===== config.mk =====
export PLATFORM = sky130hd
export DESIGN_NAME = isp_programmer_flat
export DESIGN_NICKNAME = d
export VERILOG_FILES = /design/src/hw/isp_pkg.sv /design/src/hw/isp_link_if.sv /design/src/hw/isp_programmer.sv /design/src/flat_wrapper.sv
export SDC_FILE = /design/constraint.sdc
export NUM_CORES = 1
export LEC_CHECK = 0
export ABC_CLOCK_PERIOD_IN_PS = 3290
export BUFFER_PORTS_ARGS = -buffer_cell sky130_fd_sc_hd__clkbuf_2
export CORE_ASPECT_RATIO = 1.75
export CORE_MARGIN = 5
export CORE_UTILIZATION = 46
export CTS_BUF_LIST = sky130_fd_sc_hd__clkbuf_4 sky130_fd_sc_hd__clkbuf_8 sky130_fd_sc_hd__clkbuf_16
export DETAILED_ROUTE_END_ITERATION = 10
export HOLD_SLACK_MARGIN = 0.05
export SLEW_MARGIN = 0
export SYNTH_ARGS = -nofsm -noshare
export SYNTH_HDL_FRONTEND = slang
export SYNTH_SLANG_ARGS = --single-unit

===== constraint.sdc =====
create_clock -name clk -period 3.29 [get_ports clk]
set_input_delay 0.1645 -clock clk [delete_from_list [all_inputs] [get_ports clk]]
set_output_delay 0.1645 -clock clk [all_outputs]
set_load 0.05 [all_outputs]

===== src/hw/isp_pkg.sv =====
package isp_pkg;

	////////////////////////////////////////////////////////////////////////////////
	// Instruction register
	localparam int IR_W = 5;
	localparam logic [4:0] INS_PRELOAD = 5'h02;
	localparam logic [4:0] INS_ENABLE = 5'h09;
	localparam logic [4:0] INS_ERASE = 5'h0a;
	localparam logic [4:0] INS_PROGRAM = 5'h0b;
	localparam logic [4:0] INS_VERIFY = 5'h0c;
	localparam logic [4:0] INS_DISABLE = 5'h10;
	localparam logic [4:0] INS_BYPASS = 5'h1f;
	// Fixed pattern loaded into the instruction shifter at capture
	localparam logic [4:0] IR_CAPTURE = 5'h01;
	localparam logic [4:0] IR_RESET = INS_BYPASS;

	////////////////////////////////////////////////////////////////////////////////
	// Array and boundary sizes
	localparam int ROWS_DEF = 4;
	localparam int ROW_W_DEF = 8;
	localparam int BS_W_DEF = 8;

	////////////////////////////////////////////////////////////////////////////////
	// Timing
	localparam int CLK_HZ = 10_000_000;
	localparam int TCK_MAX_HZ = 10_000_000;
	localparam int ERASE_PW_MS = 100;
	localparam int PROGRAM_PW_MS = 10;
	localparam int ERASE_PW_CYC = ERASE_PW_MS * (CLK_HZ / 1000);
	localparam int PROGRAM_PW_CYC = PROGRAM_PW_MS * (CLK_HZ / 1000);
	localparam int TCK_DIV_DEF = 8;

	////////////////////////////////////////////////////////////////////////////////
	// Mode-select walks, first bit in bit 0
	localparam logic [7:0] RESET_TMS_ONES = 8'h05;
	localparam logic [3:0] IR_HDR = 4'h3;
	localparam logic [7:0] IR_HDR_LEN = 8'h04;
	localparam logic [3:0] DR_HDR = 4'h1;
	localparam logic [7:0] DR_HDR_LEN = 8'h03;

	typedef enum logic [3:0] {
		TAP_RESET, TAP_IDLE, TAP_SEL_DR, TAP_CAP_DR, TAP_SHIFT_DR, TAP_EXIT1_DR,
		TAP_PAUSE_DR, TAP_EXIT2_DR, TAP_UPD_DR, TAP_SEL_IR, TAP_CAP_IR,
		TAP_SHIFT_IR, TAP_EXIT1_IR, TAP_PAUSE_IR, TAP_EXIT2_IR, TAP_UPD_IR
	} tap_t;

	typedef enum logic [2:0] {
		OP_ENABLE, OP_ERASE, OP_PROGRAM, OP_VERIFY, OP_DISABLE, OP_PRELOAD, OP_BYPASS
	} op_t;

endpackage


===== src/hw/isp_link_if.sv =====
`timescale 1ns/1ps
interface isp_link_if;
	logic tck;
	logic tms;
	logic tdi;
	logic tdo;
	logic tdo_oe;
	modport device (input tck, input tms, input tdi, output tdo, output tdo_oe);
	modport programmer (output tck, output tms, output tdi, input tdo, input tdo_oe);
endinterface


===== src/hw/isp_programmer.sv =====
`timescale 1ns/1ps
module isp_programmer
	import isp_pkg::*;
#(
	parameter int ROWS = ROWS_DEF,
	parameter int ROW_W = ROW_W_DEF,
	parameter int BS_W = BS_W_DEF,
	parameter int TCK_DIV = TCK_DIV_DEF,
	parameter int ERASE_CYC = ERASE_PW_CYC,
	parameter int PROGRAM_CYC = PROGRAM_PW_CYC
)
(
	// Clock and reset
	input wire logic clk,
	input wire logic rst_n,
	// Command
	input wire logic cmd_valid,
	input wire op_t cmd_op,
	input wire logic [((ROWS > 1) ? $clog2(ROWS) : 1)-1:0] cmd_addr,
	input wire logic [ROW_W-1:0] cmd_data,
	input wire logic [BS_W-1:0] cmd_bs,
	output logic cmd_ready,
	// Answer
	output logic resp_valid,
	output logic [ROW_W-1:0] resp_data,
	output logic resp_match,
	// Test access port
	isp_link_if.programmer link
);

	localparam int ADDR_W = (ROWS > 1) ? $clog2(ROWS) : 1;
	localparam int DR_W = ADDR_W + ROW_W;
	localparam int SR_W = (DR_W > BS_W) ? DR_W : BS_W;
	localparam int DIV_W = $clog2(TCK_DIV);
	localparam logic [DIV_W-1:0] DIV_LAST = DIV_W'(TCK_DIV - 1);
	localparam logic [DIV_W-1:0] DIV_HALF = DIV_W'(TCK_DIV / 2);

	if (TCK_DIV < 8 || TCK_DIV % 2 != 0 || CLK_HZ / TCK_DIV > TCK_MAX_HZ
		|| SR_W > 255 || ROWS < 2 || ERASE_CYC < 1 || PROGRAM_CYC < 1)
	begin : g_check
		$error("isp_programmer: unsupported parameter values");
	end

	typedef enum logic [2:0] {H_RESET, H_IDLE, H_HDR, H_SHIFT, H_TAIL, H_WAIT, H_DONE} hst_t;

	typedef struct packed {
		hst_t st;
		logic [DIV_W-1:0] div;
		logic tck;
		logic tms;
		logic tdi;
		logic live;
		logic cap;
		logic [7:0] cnt;
		logic [7:0] len;
		logic is_dr;
		logic pass;
		op_t op;
		logic [ADDR_W-1:0] addr;
		logic [ROW_W-1:0] data;
		logic [BS_W-1:0] bs;
		logic [SR_W-1:0] sr;
		logic [SR_W-1:0] rx;
		logic [31:0] wait_cnt;
		logic s1;
		logic s2;
		logic ready;
		logic rvalid;
		logic [ROW_W-1:0] rdata;
		logic match;
	} host_state_t;

	host_state_t q;
	host_state_t d;
	logic [SR_W-1:0] dr_load;
	logic [7:0] dr_len;
	logic [ROW_W-1:0] rx_data;

	function automatic logic [IR_W-1:0] ir_code(input op_t op);
		case (op)
			OP_ENABLE: ir_code = INS_ENABLE;
			OP_ERASE: ir_code = INS_ERASE;
			OP_PROGRAM: ir_code = INS_PROGRAM;
			OP_VERIFY: ir_code = INS_VERIFY;
			OP_DISABLE: ir_code = INS_DISABLE;
			OP_PRELOAD: ir_code = INS_PRELOAD;
			default: ir_code = INS_BYPASS;
		endcase
	endfunction

	////////////////////////////////////////////////////////////////////////////////
	// Scan sequencer; one step per divided clock period

	always_comb
	begin
		dr_load = (q.op == OP_PRELOAD) ? SR_W'(q.bs)
			: SR_W'({q.addr, (q.op == OP_PROGRAM) ? q.data : ROW_W'(0)});
		dr_len = (q.op == OP_PRELOAD) ? 8'(BS_W) : 8'(DR_W);
		rx_data = q.rx[SR_W-DR_W +: ROW_W];

		d = q;
		d.s1 = link.tdo;
		d.s2 = q.s1;
		d.rvalid = 1'b0;
		d.div = (q.div == DIV_LAST) ? '0 : DIV_W'(q.div + 1'b1);

		// Rise: device has launched its bit TCK_DIV/2 + 1 system clocks ago
		if (q.div == DIV_HALF)
		begin
			d.tck = q.live;
			if (q.live && q.cap)
			begin
				d.rx = {q.s2, q.rx[SR_W-1:1]};
			end
		end

		// Fall: present the next step's mode and data bits
		if (q.div == DIV_LAST)
		begin
			d.tck = 1'b0;
			d.live = 1'b0;
			d.cap = 1'b0;
			case (q.st)
				H_RESET:
				begin
					d.live = 1'b1;
					d.tms = (q.cnt < RESET_TMS_ONES);
					d.cnt = q.cnt + 8'd1;
					if (q.cnt == RESET_TMS_ONES)
					begin
						d.st = H_IDLE;
						d.ready = 1'b1;
						d.cnt = '0;
					end
				end
				H_HDR:
				begin
					d.live = 1'b1;
					d.tms = q.is_dr ? DR_HDR[q.cnt[1:0]] : IR_HDR[q.cnt[1:0]];
					d.cnt = q.cnt + 8'd1;
					if (q.cnt == (q.is_dr ? DR_HDR_LEN : IR_HDR_LEN) - 8'd1)
					begin
						d.st = H_SHIFT;
						d.cnt = '0;
					end
				end
				H_SHIFT:
				begin
					d.live = 1'b1;
					d.cap = 1'b1;
					d.tdi = q.sr[0];
					d.sr = q.sr >> 1;
					d.tms = (q.cnt == q.len - 8'd1);
					d.cnt = q.cnt + 8'd1;
					if (q.cnt == q.len - 8'd1)
					begin
						d.st = H_TAIL;
						d.cnt = '0;
					end
				end
				H_TAIL:
				begin
					d.live = 1'b1;
					d.tms = (q.cnt == 8'd0);
					d.cnt = q.cnt + 8'd1;
					if (q.cnt == 8'd1)
					begin
						d.cnt = '0;
						if (!q.is_dr && (q.op == OP_PROGRAM || q.op == OP_VERIFY
							|| q.op == OP_PRELOAD))
						begin
							d.is_dr = 1'b1;
							d.st = H_HDR;
							d.sr = dr_load;
							d.len = dr_len;
						end
						else if (!q.is_dr && q.op == OP_ERASE)
						begin
							d.st = H_WAIT;
							d.wait_cnt = 32'(ERASE_CYC);
						end
						else if (q.is_dr && q.op == OP_VERIFY && !q.pass)
						begin
							// Second scan reads back what the first one addressed
							d.pass = 1'b1;
							d.st = H_HDR;
							d.sr = dr_load;
						end
						else if (q.is_dr && q.op == OP_PROGRAM)
						begin
							d.st = H_WAIT;
							d.wait_cnt = 32'(PROGRAM_CYC);
						end
						else
						begin
							d.st = H_DONE;
						end
					end
				end
				default:
				begin
				end
			endcase
		end

		// Clock is parked low outside scans, device rests in idle
		case (q.st)
			H_IDLE:
			begin
				if (cmd_valid && q.ready)
				begin
					d.ready = 1'b0;
					d.op = cmd_op;
					d.addr = cmd_addr;
					d.data = cmd_data;
					d.bs = cmd_bs;
					d.sr = SR_W'(ir_code(cmd_op));
					d.len = 8'(IR_W);
					d.is_dr = 1'b0;
					d.pass = 1'b0;
					d.cnt = '0;
					d.st = H_HDR;
				end
			end
			H_WAIT:
			begin
				d.wait_cnt = q.wait_cnt - 32'd1;
				if (q.wait_cnt == 32'd1)
				begin
					d.st = H_DONE;
				end
			end
			H_DONE:
			begin
				// The update acts on the last rise of the tail, so answer only after it
				if (q.div == DIV_LAST)
				begin
					d.rvalid = 1'b1;
					d.rdata = rx_data;
					d.match = (q.op == OP_VERIFY) && (rx_data == q.data);
					d.ready = 1'b1;
					d.st = H_IDLE;
				end
			end
			default:
			begin
			end
		endcase
	end

	always_ff @(posedge clk or negedge rst_n)
	begin
		if (!rst_n)
		begin
			q <= '{st: H_RESET, op: OP_BYPASS, default: '0};
		end
		else
		begin
			q <= d;
		end
	end

	assign link.tck = q.tck;
	assign link.tms = q.tms;
	assign link.tdi = q.tdi;
	assign cmd_ready = q.ready;
	assign resp_valid = q.rvalid;
	assign resp_data = q.rdata;
	assign resp_match = q.match;

endmodule


===== src/flat_wrapper.sv =====
// flat-port wrapper written by rule: the top's interface ports become plain ports
module isp_programmer_flat import isp_pkg::*;
#(
	parameter int ROWS = ROWS_DEF,
	parameter int ROW_W = ROW_W_DEF,
	parameter int BS_W = BS_W_DEF,
	parameter int TCK_DIV = TCK_DIV_DEF,
	parameter int ERASE_CYC = ERASE_PW_CYC,
	parameter int PROGRAM_CYC = PROGRAM_PW_CYC
)
  (clk, rst_n, cmd_valid, cmd_op, cmd_addr, cmd_data, cmd_bs, cmd_ready, resp_valid, resp_data, resp_match, link_tck, link_tms, link_tdi, link_tdo, link_tdo_oe);
  isp_link_if link_i ();
  input wire logic clk;
  input wire logic rst_n;
  input wire logic cmd_valid;
  input wire op_t cmd_op;
  input wire logic [((ROWS > 1) ? $clog2(ROWS) : 1)-1:0] cmd_addr;
  input wire logic [ROW_W-1:0] cmd_data;
  input wire logic [BS_W-1:0] cmd_bs;
  output logic cmd_ready;
  output logic resp_valid;
  output logic [ROW_W-1:0] resp_data;
  output logic resp_match;
  output wire logic [$bits(link_i.tck)-1:0] link_tck;
  output wire logic [$bits(link_i.tms)-1:0] link_tms;
  output wire logic [$bits(link_i.tdi)-1:0] link_tdi;
  input wire logic [$bits(link_i.tdo)-1:0] link_tdo;
  input wire logic [$bits(link_i.tdo_oe)-1:0] link_tdo_oe;
  assign link_tck = link_i.tck;
  assign link_tms = link_i.tms;
  assign link_tdi = link_i.tdi;
  assign link_i.tdo = link_tdo;
  assign link_i.tdo_oe = link_tdo_oe;
  isp_programmer #(.ROWS(ROWS), .ROW_W(ROW_W), .BS_W(BS_W), .TCK_DIV(TCK_DIV), .ERASE_CYC(ERASE_CYC), .PROGRAM_CYC(PROGRAM_CYC)) u_core (.clk(clk), .rst_n(rst_n), .cmd_valid(cmd_valid), .cmd_op(cmd_op), .cmd_addr(cmd_addr), .cmd_data(cmd_data), .cmd_bs(cmd_bs), .cmd_ready(cmd_ready), .resp_valid(resp_valid), .resp_data(resp_data), .resp_match(resp_match), .link(link_i));
endmodule

==> qor.txt <==
outcome -> finished clean
largest net degree at the start of global routing -> 61
share of power burned in the clock network -> 53.1%
number of clock buffers inserted by TritonCTS -> 17
switching share of power -> 23.8%
total of warnings raised by yosys -> 0
largest stage delay on the critical path -> 540 ps
worst setup slack before clock tree synthesis -> 659 ps
vias in the first global route -> 4,970
overall fraction of global-route tracks in use -> 20.2%
syn avg cell area -> 9.25 µm²
DRC errors left -> 0
pin slew with the least headroom to its limit -> 943 ps
DPL Wire Length -> 10,100 µm
startpoint class of the critical path -> register
critical-path cell with the highest stage delay -> sky130_fd_sc_hd__or4bb_1
placer's final routability congestion estimate -> 0.863
fillers -> 1,176
upper clock frequency limit -> 381 MHz
WL per Instance -> 16.4 µm
maximum clock skew at final layout -> 8.76 ps
clock tree from TritonCTS -> yes
number of unique standard cell types used by synthesis -> 61
share of the yosys chip area belonging to registers -> 48.4%
number of hold-slack violations in the final timing report -> 0
share of synthesized flip-flops with an asynchronous set or reset -> 100%
total wirelength of the detailed-routed design -> 14,500 µm
area of the multi-input gates -> 0.00285 mm²
detailed router's first-iteration violation count -> 353
post-route setup slack -> 667 ps
gate count of the mapped netlist -> 644
via count of the routed design -> 4,903
net load switching power -> 0.760 mW
Worst EP required -> 3570 ps
share of layout cells above drive strength 1 -> 15.2%
number of hold buffers added after cts -> 23
relative contribution of combinational cells to total power -> 2.4%
fin crit share -> 79.7%
cells along the critical path -> ha_1 -> ha_1 -> or4bb_1 -> nor4_4 -> a21oi_2 -> or4_4 -> xor2_1 -> nor2_2
Longest Clk Path Bufs -> 2
critical path class -> register to register
count of buffering cells on the critical path with inverters included -> 0
number of gates given a new drive strength after cts -> 0
internal portion of total power -> 2.44 mW
post-synth net total -> 680
ratio of total power to cell area -> 452 mW/mm²
standard cell core area -> 0.0128 mm²
number of enable-type register cells in the synthesized netlist -> 0
register containing the most flip-flops in the final layout -> u_core.q
headroom to the max-slew limit -> 36.6%
Top FF cell, synth -> sky130_fd_sc_hd__dfrtp_1
Crit. End Element -> register
sequential share of power -> 44.5%
Final Hold Slack -> 353 ps
register cell area after layout -> 0.00288 mm²
number of detailed-route iterations in the first pass -> 7
setup repair after global routing missed its margin -> no
standby leakage power -> 3.36 nW
post-CTS setup buffers -> 0
crit path DAT -> 2900 ps
setup TNS after final layout -> 0 ps
worst hold path type -> register to register
final antenna diode count -> 0
cell type with the highest occurrence count on the critical path -> sky130_fd_sc_hd__ha_1
Max Cap Viol -> 0
Register-to-Register Setup Slack -> 670 ps
Peak VDD IR -> 0.000266 V
port buffer count -> 38
cell types with the largest area share after synthesis -> sky130_fd_sc_hd__dfrtp_1 47%, sky130_fd_sc_hd__nand2_1 7.4%, sky130_fd_sc_hd__xor2_1 4.0%
Clk pin slew, worst setup/hold paths -> 60 ps
grt total ovfl -> 0
synthesis-to-finish area growth -> 18.7%
CTS root buffer -> sky130_fd_sc_hd__clkbuf_16
wire length of the first global-routing pass -> 24,300 µm
Die X-Extent -> 96.0 µm
final setup violating endpoints -> 0
overall die area -> 0.0154 mm²
number of antenna violations at the first check in global routing -> 0
die height -> 161 µm
average vias per placed instance -> 5.55
number of max-slew violations in the final report -> 0
post-synth design cell area -> 0.00595 mm²
number of placement rows -> 55
Worst-Skew Late Latency -> 410 ps
top cell type's share of synthesized area -> 47.5%
Final Net Count -> 735
count of clock tree sinks -> 115
minimum clock period -> 2620 ps
number of flip-flops in the largest register -> 100
number of flip-flops and latches in the synthesized netlist -> 115
number of antenna-violating nets in the routed design -> 0
number of levels in the clock H-tree -> 4
crit-path leading delay family -> simple AND/OR/NAND/NOR gates
maximum fanout along the worst path -> 9
starting density of the core -> 46.5%
count of pins on the block boundary -> 40
leading area contributor after synthesis -> sky130_fd_sc_hd__dfrtp_1
power by group through the flow:
stage / Clock (mW) / Combinational [mW] / Sequential, mW
final: 1.70 / 0.0765 / 1.42
after global routing: 1.81 / 0.0881 / 1.42
after CTS: 1.73 / 0.0780 / 1.42
after detailed placement: 0 / 0.0564 / 1.45
after global placement: 0 / 0.0557 / 1.45
after floorplan: 0 / 0.00685 / 1.45
cell usage after synthesis (8+ instances only):
master and instances:
sky130_fd_sc_hd__nand2_1 118, sky130_fd_sc_hd__dfrtp_1 113, sky130_fd_sc_hd__nor2_1 59, sky130_fd_sc_hd__o21ai_0 30
sky130_fd_sc_hd__xor2_1 27, sky130_fd_sc_hd__a21oi_1 24, sky130_fd_sc_hd__clkbuf_1 23, sky130_fd_sc_hd__nor3_1 23
sky130_fd_sc_hd__inv_1 16, sky130_fd_sc_hd__xnor2_1 13, sky130_fd_sc_hd__nand3_1 12, sky130_fd_sc_hd__nand4_1 12
sky130_fd_sc_hd__a22o_1 11, sky130_fd_sc_hd__mux2_2 11, sky130_fd_sc_hd__nand2b_1 11, sky130_fd_sc_hd__ha_1 10
sky130_fd_sc_hd__nor4_1 10, sky130_fd_sc_hd__buf_4 8
cell usage in the layout (no fill, tap or decap), drive strengths merged, types with 4 or more instances in the layout:
| cell type | n |
|---|---|
| a21o | 7 |
| xnor2 | 13 |
| inv | 22 |
| o21ai | 30 |
| or4 | 5 |
| clkinv | 7 |
| o211ai | 6 |
| nor3 | 23 |
| nand2 | 118 |
| xor2 | 27 |
| and2 | 5 |
| a222oi | 5 |
| or2 | 5 |
| clkbuf | 54 |
| nand3b | 5 |
| o2bb2ai | 4 |
| or3 | 4 |
| mux2 | 11 |
| and3 | 7 |
| a31oi | 5 |
| a22oi | 4 |
| dlygate4sd3 | 23 |
| buf | 11 |
| nor4 | 11 |
| ha | 10 |
| a21oi | 26 |
| nor2 | 60 |
| nand4 | 12 |
| dfrtp | 113 |
| nor2b | 5 |
| nand2b | 11 |
| a22o | 11 |
| o31ai | 4 |
| nand3 | 13 |
final timing paths:
path | startpoint | to | cells past startpoint
max | u_core.q[109] | u_core.q[25] | 8
min | u_core.d[11] | u_core.q[11] | 0
max reg2reg | u_core.q[109] | u_core.q[25] | 8
min reg2reg | u_core.d[11] | u_core.q[11] | 0
max in group asynchronous | rst_n | u_core.q[46] | 3
min in group asynchronous | rst_n | u_core.q[25] | 2
per-layer routing:
| metal | global-route usage (%) | wire length (µm) |
|---|---|---|
| met5 | 0 | 0 |
| met3 | 4.36 | 480 |
| met1 | 22.5 | 5570 |
| met2 | 35.9 | 8000 |
| met4 | 8.74 | 463 |
cell families (layout without fill, tap and decap cells):
kind of cell,count (synthesis),after routing,share of synthesized area [%]
flops,115,115,48.4
simple gates,296,296,24.1
mux,11,11,2.08
fa+ha+maj,10,10,2.10
buf+inv,52,120,3.85
xor+xnor,40,40,5.88
compound gates,120,120,13.6
final cells by class:
cell class              count  share of cell area [%]
flip-flops and latches    115                    40.8
multi-input cells         477                    40.3
clock buffers              17                    6.02
inverters                  17                   0.903
clock inverters            15                    1.77
repair buffers             71                    7.22
well taps                 171                    3.03
metrics by stage:
stage	std cells	area (µm²)	total power [mW]	util, %
after floorplan	644	5950	1.45	-
after global placement	828	6290	1.50	49.1
after detailed placement	828	6290	1.50	49.1
after CTS	883	7070	3.23	55.2
after global routing	883	7070	3.32	55.2
final	883	7070	3.20	55.2
(Power assumes the default switching activity.)
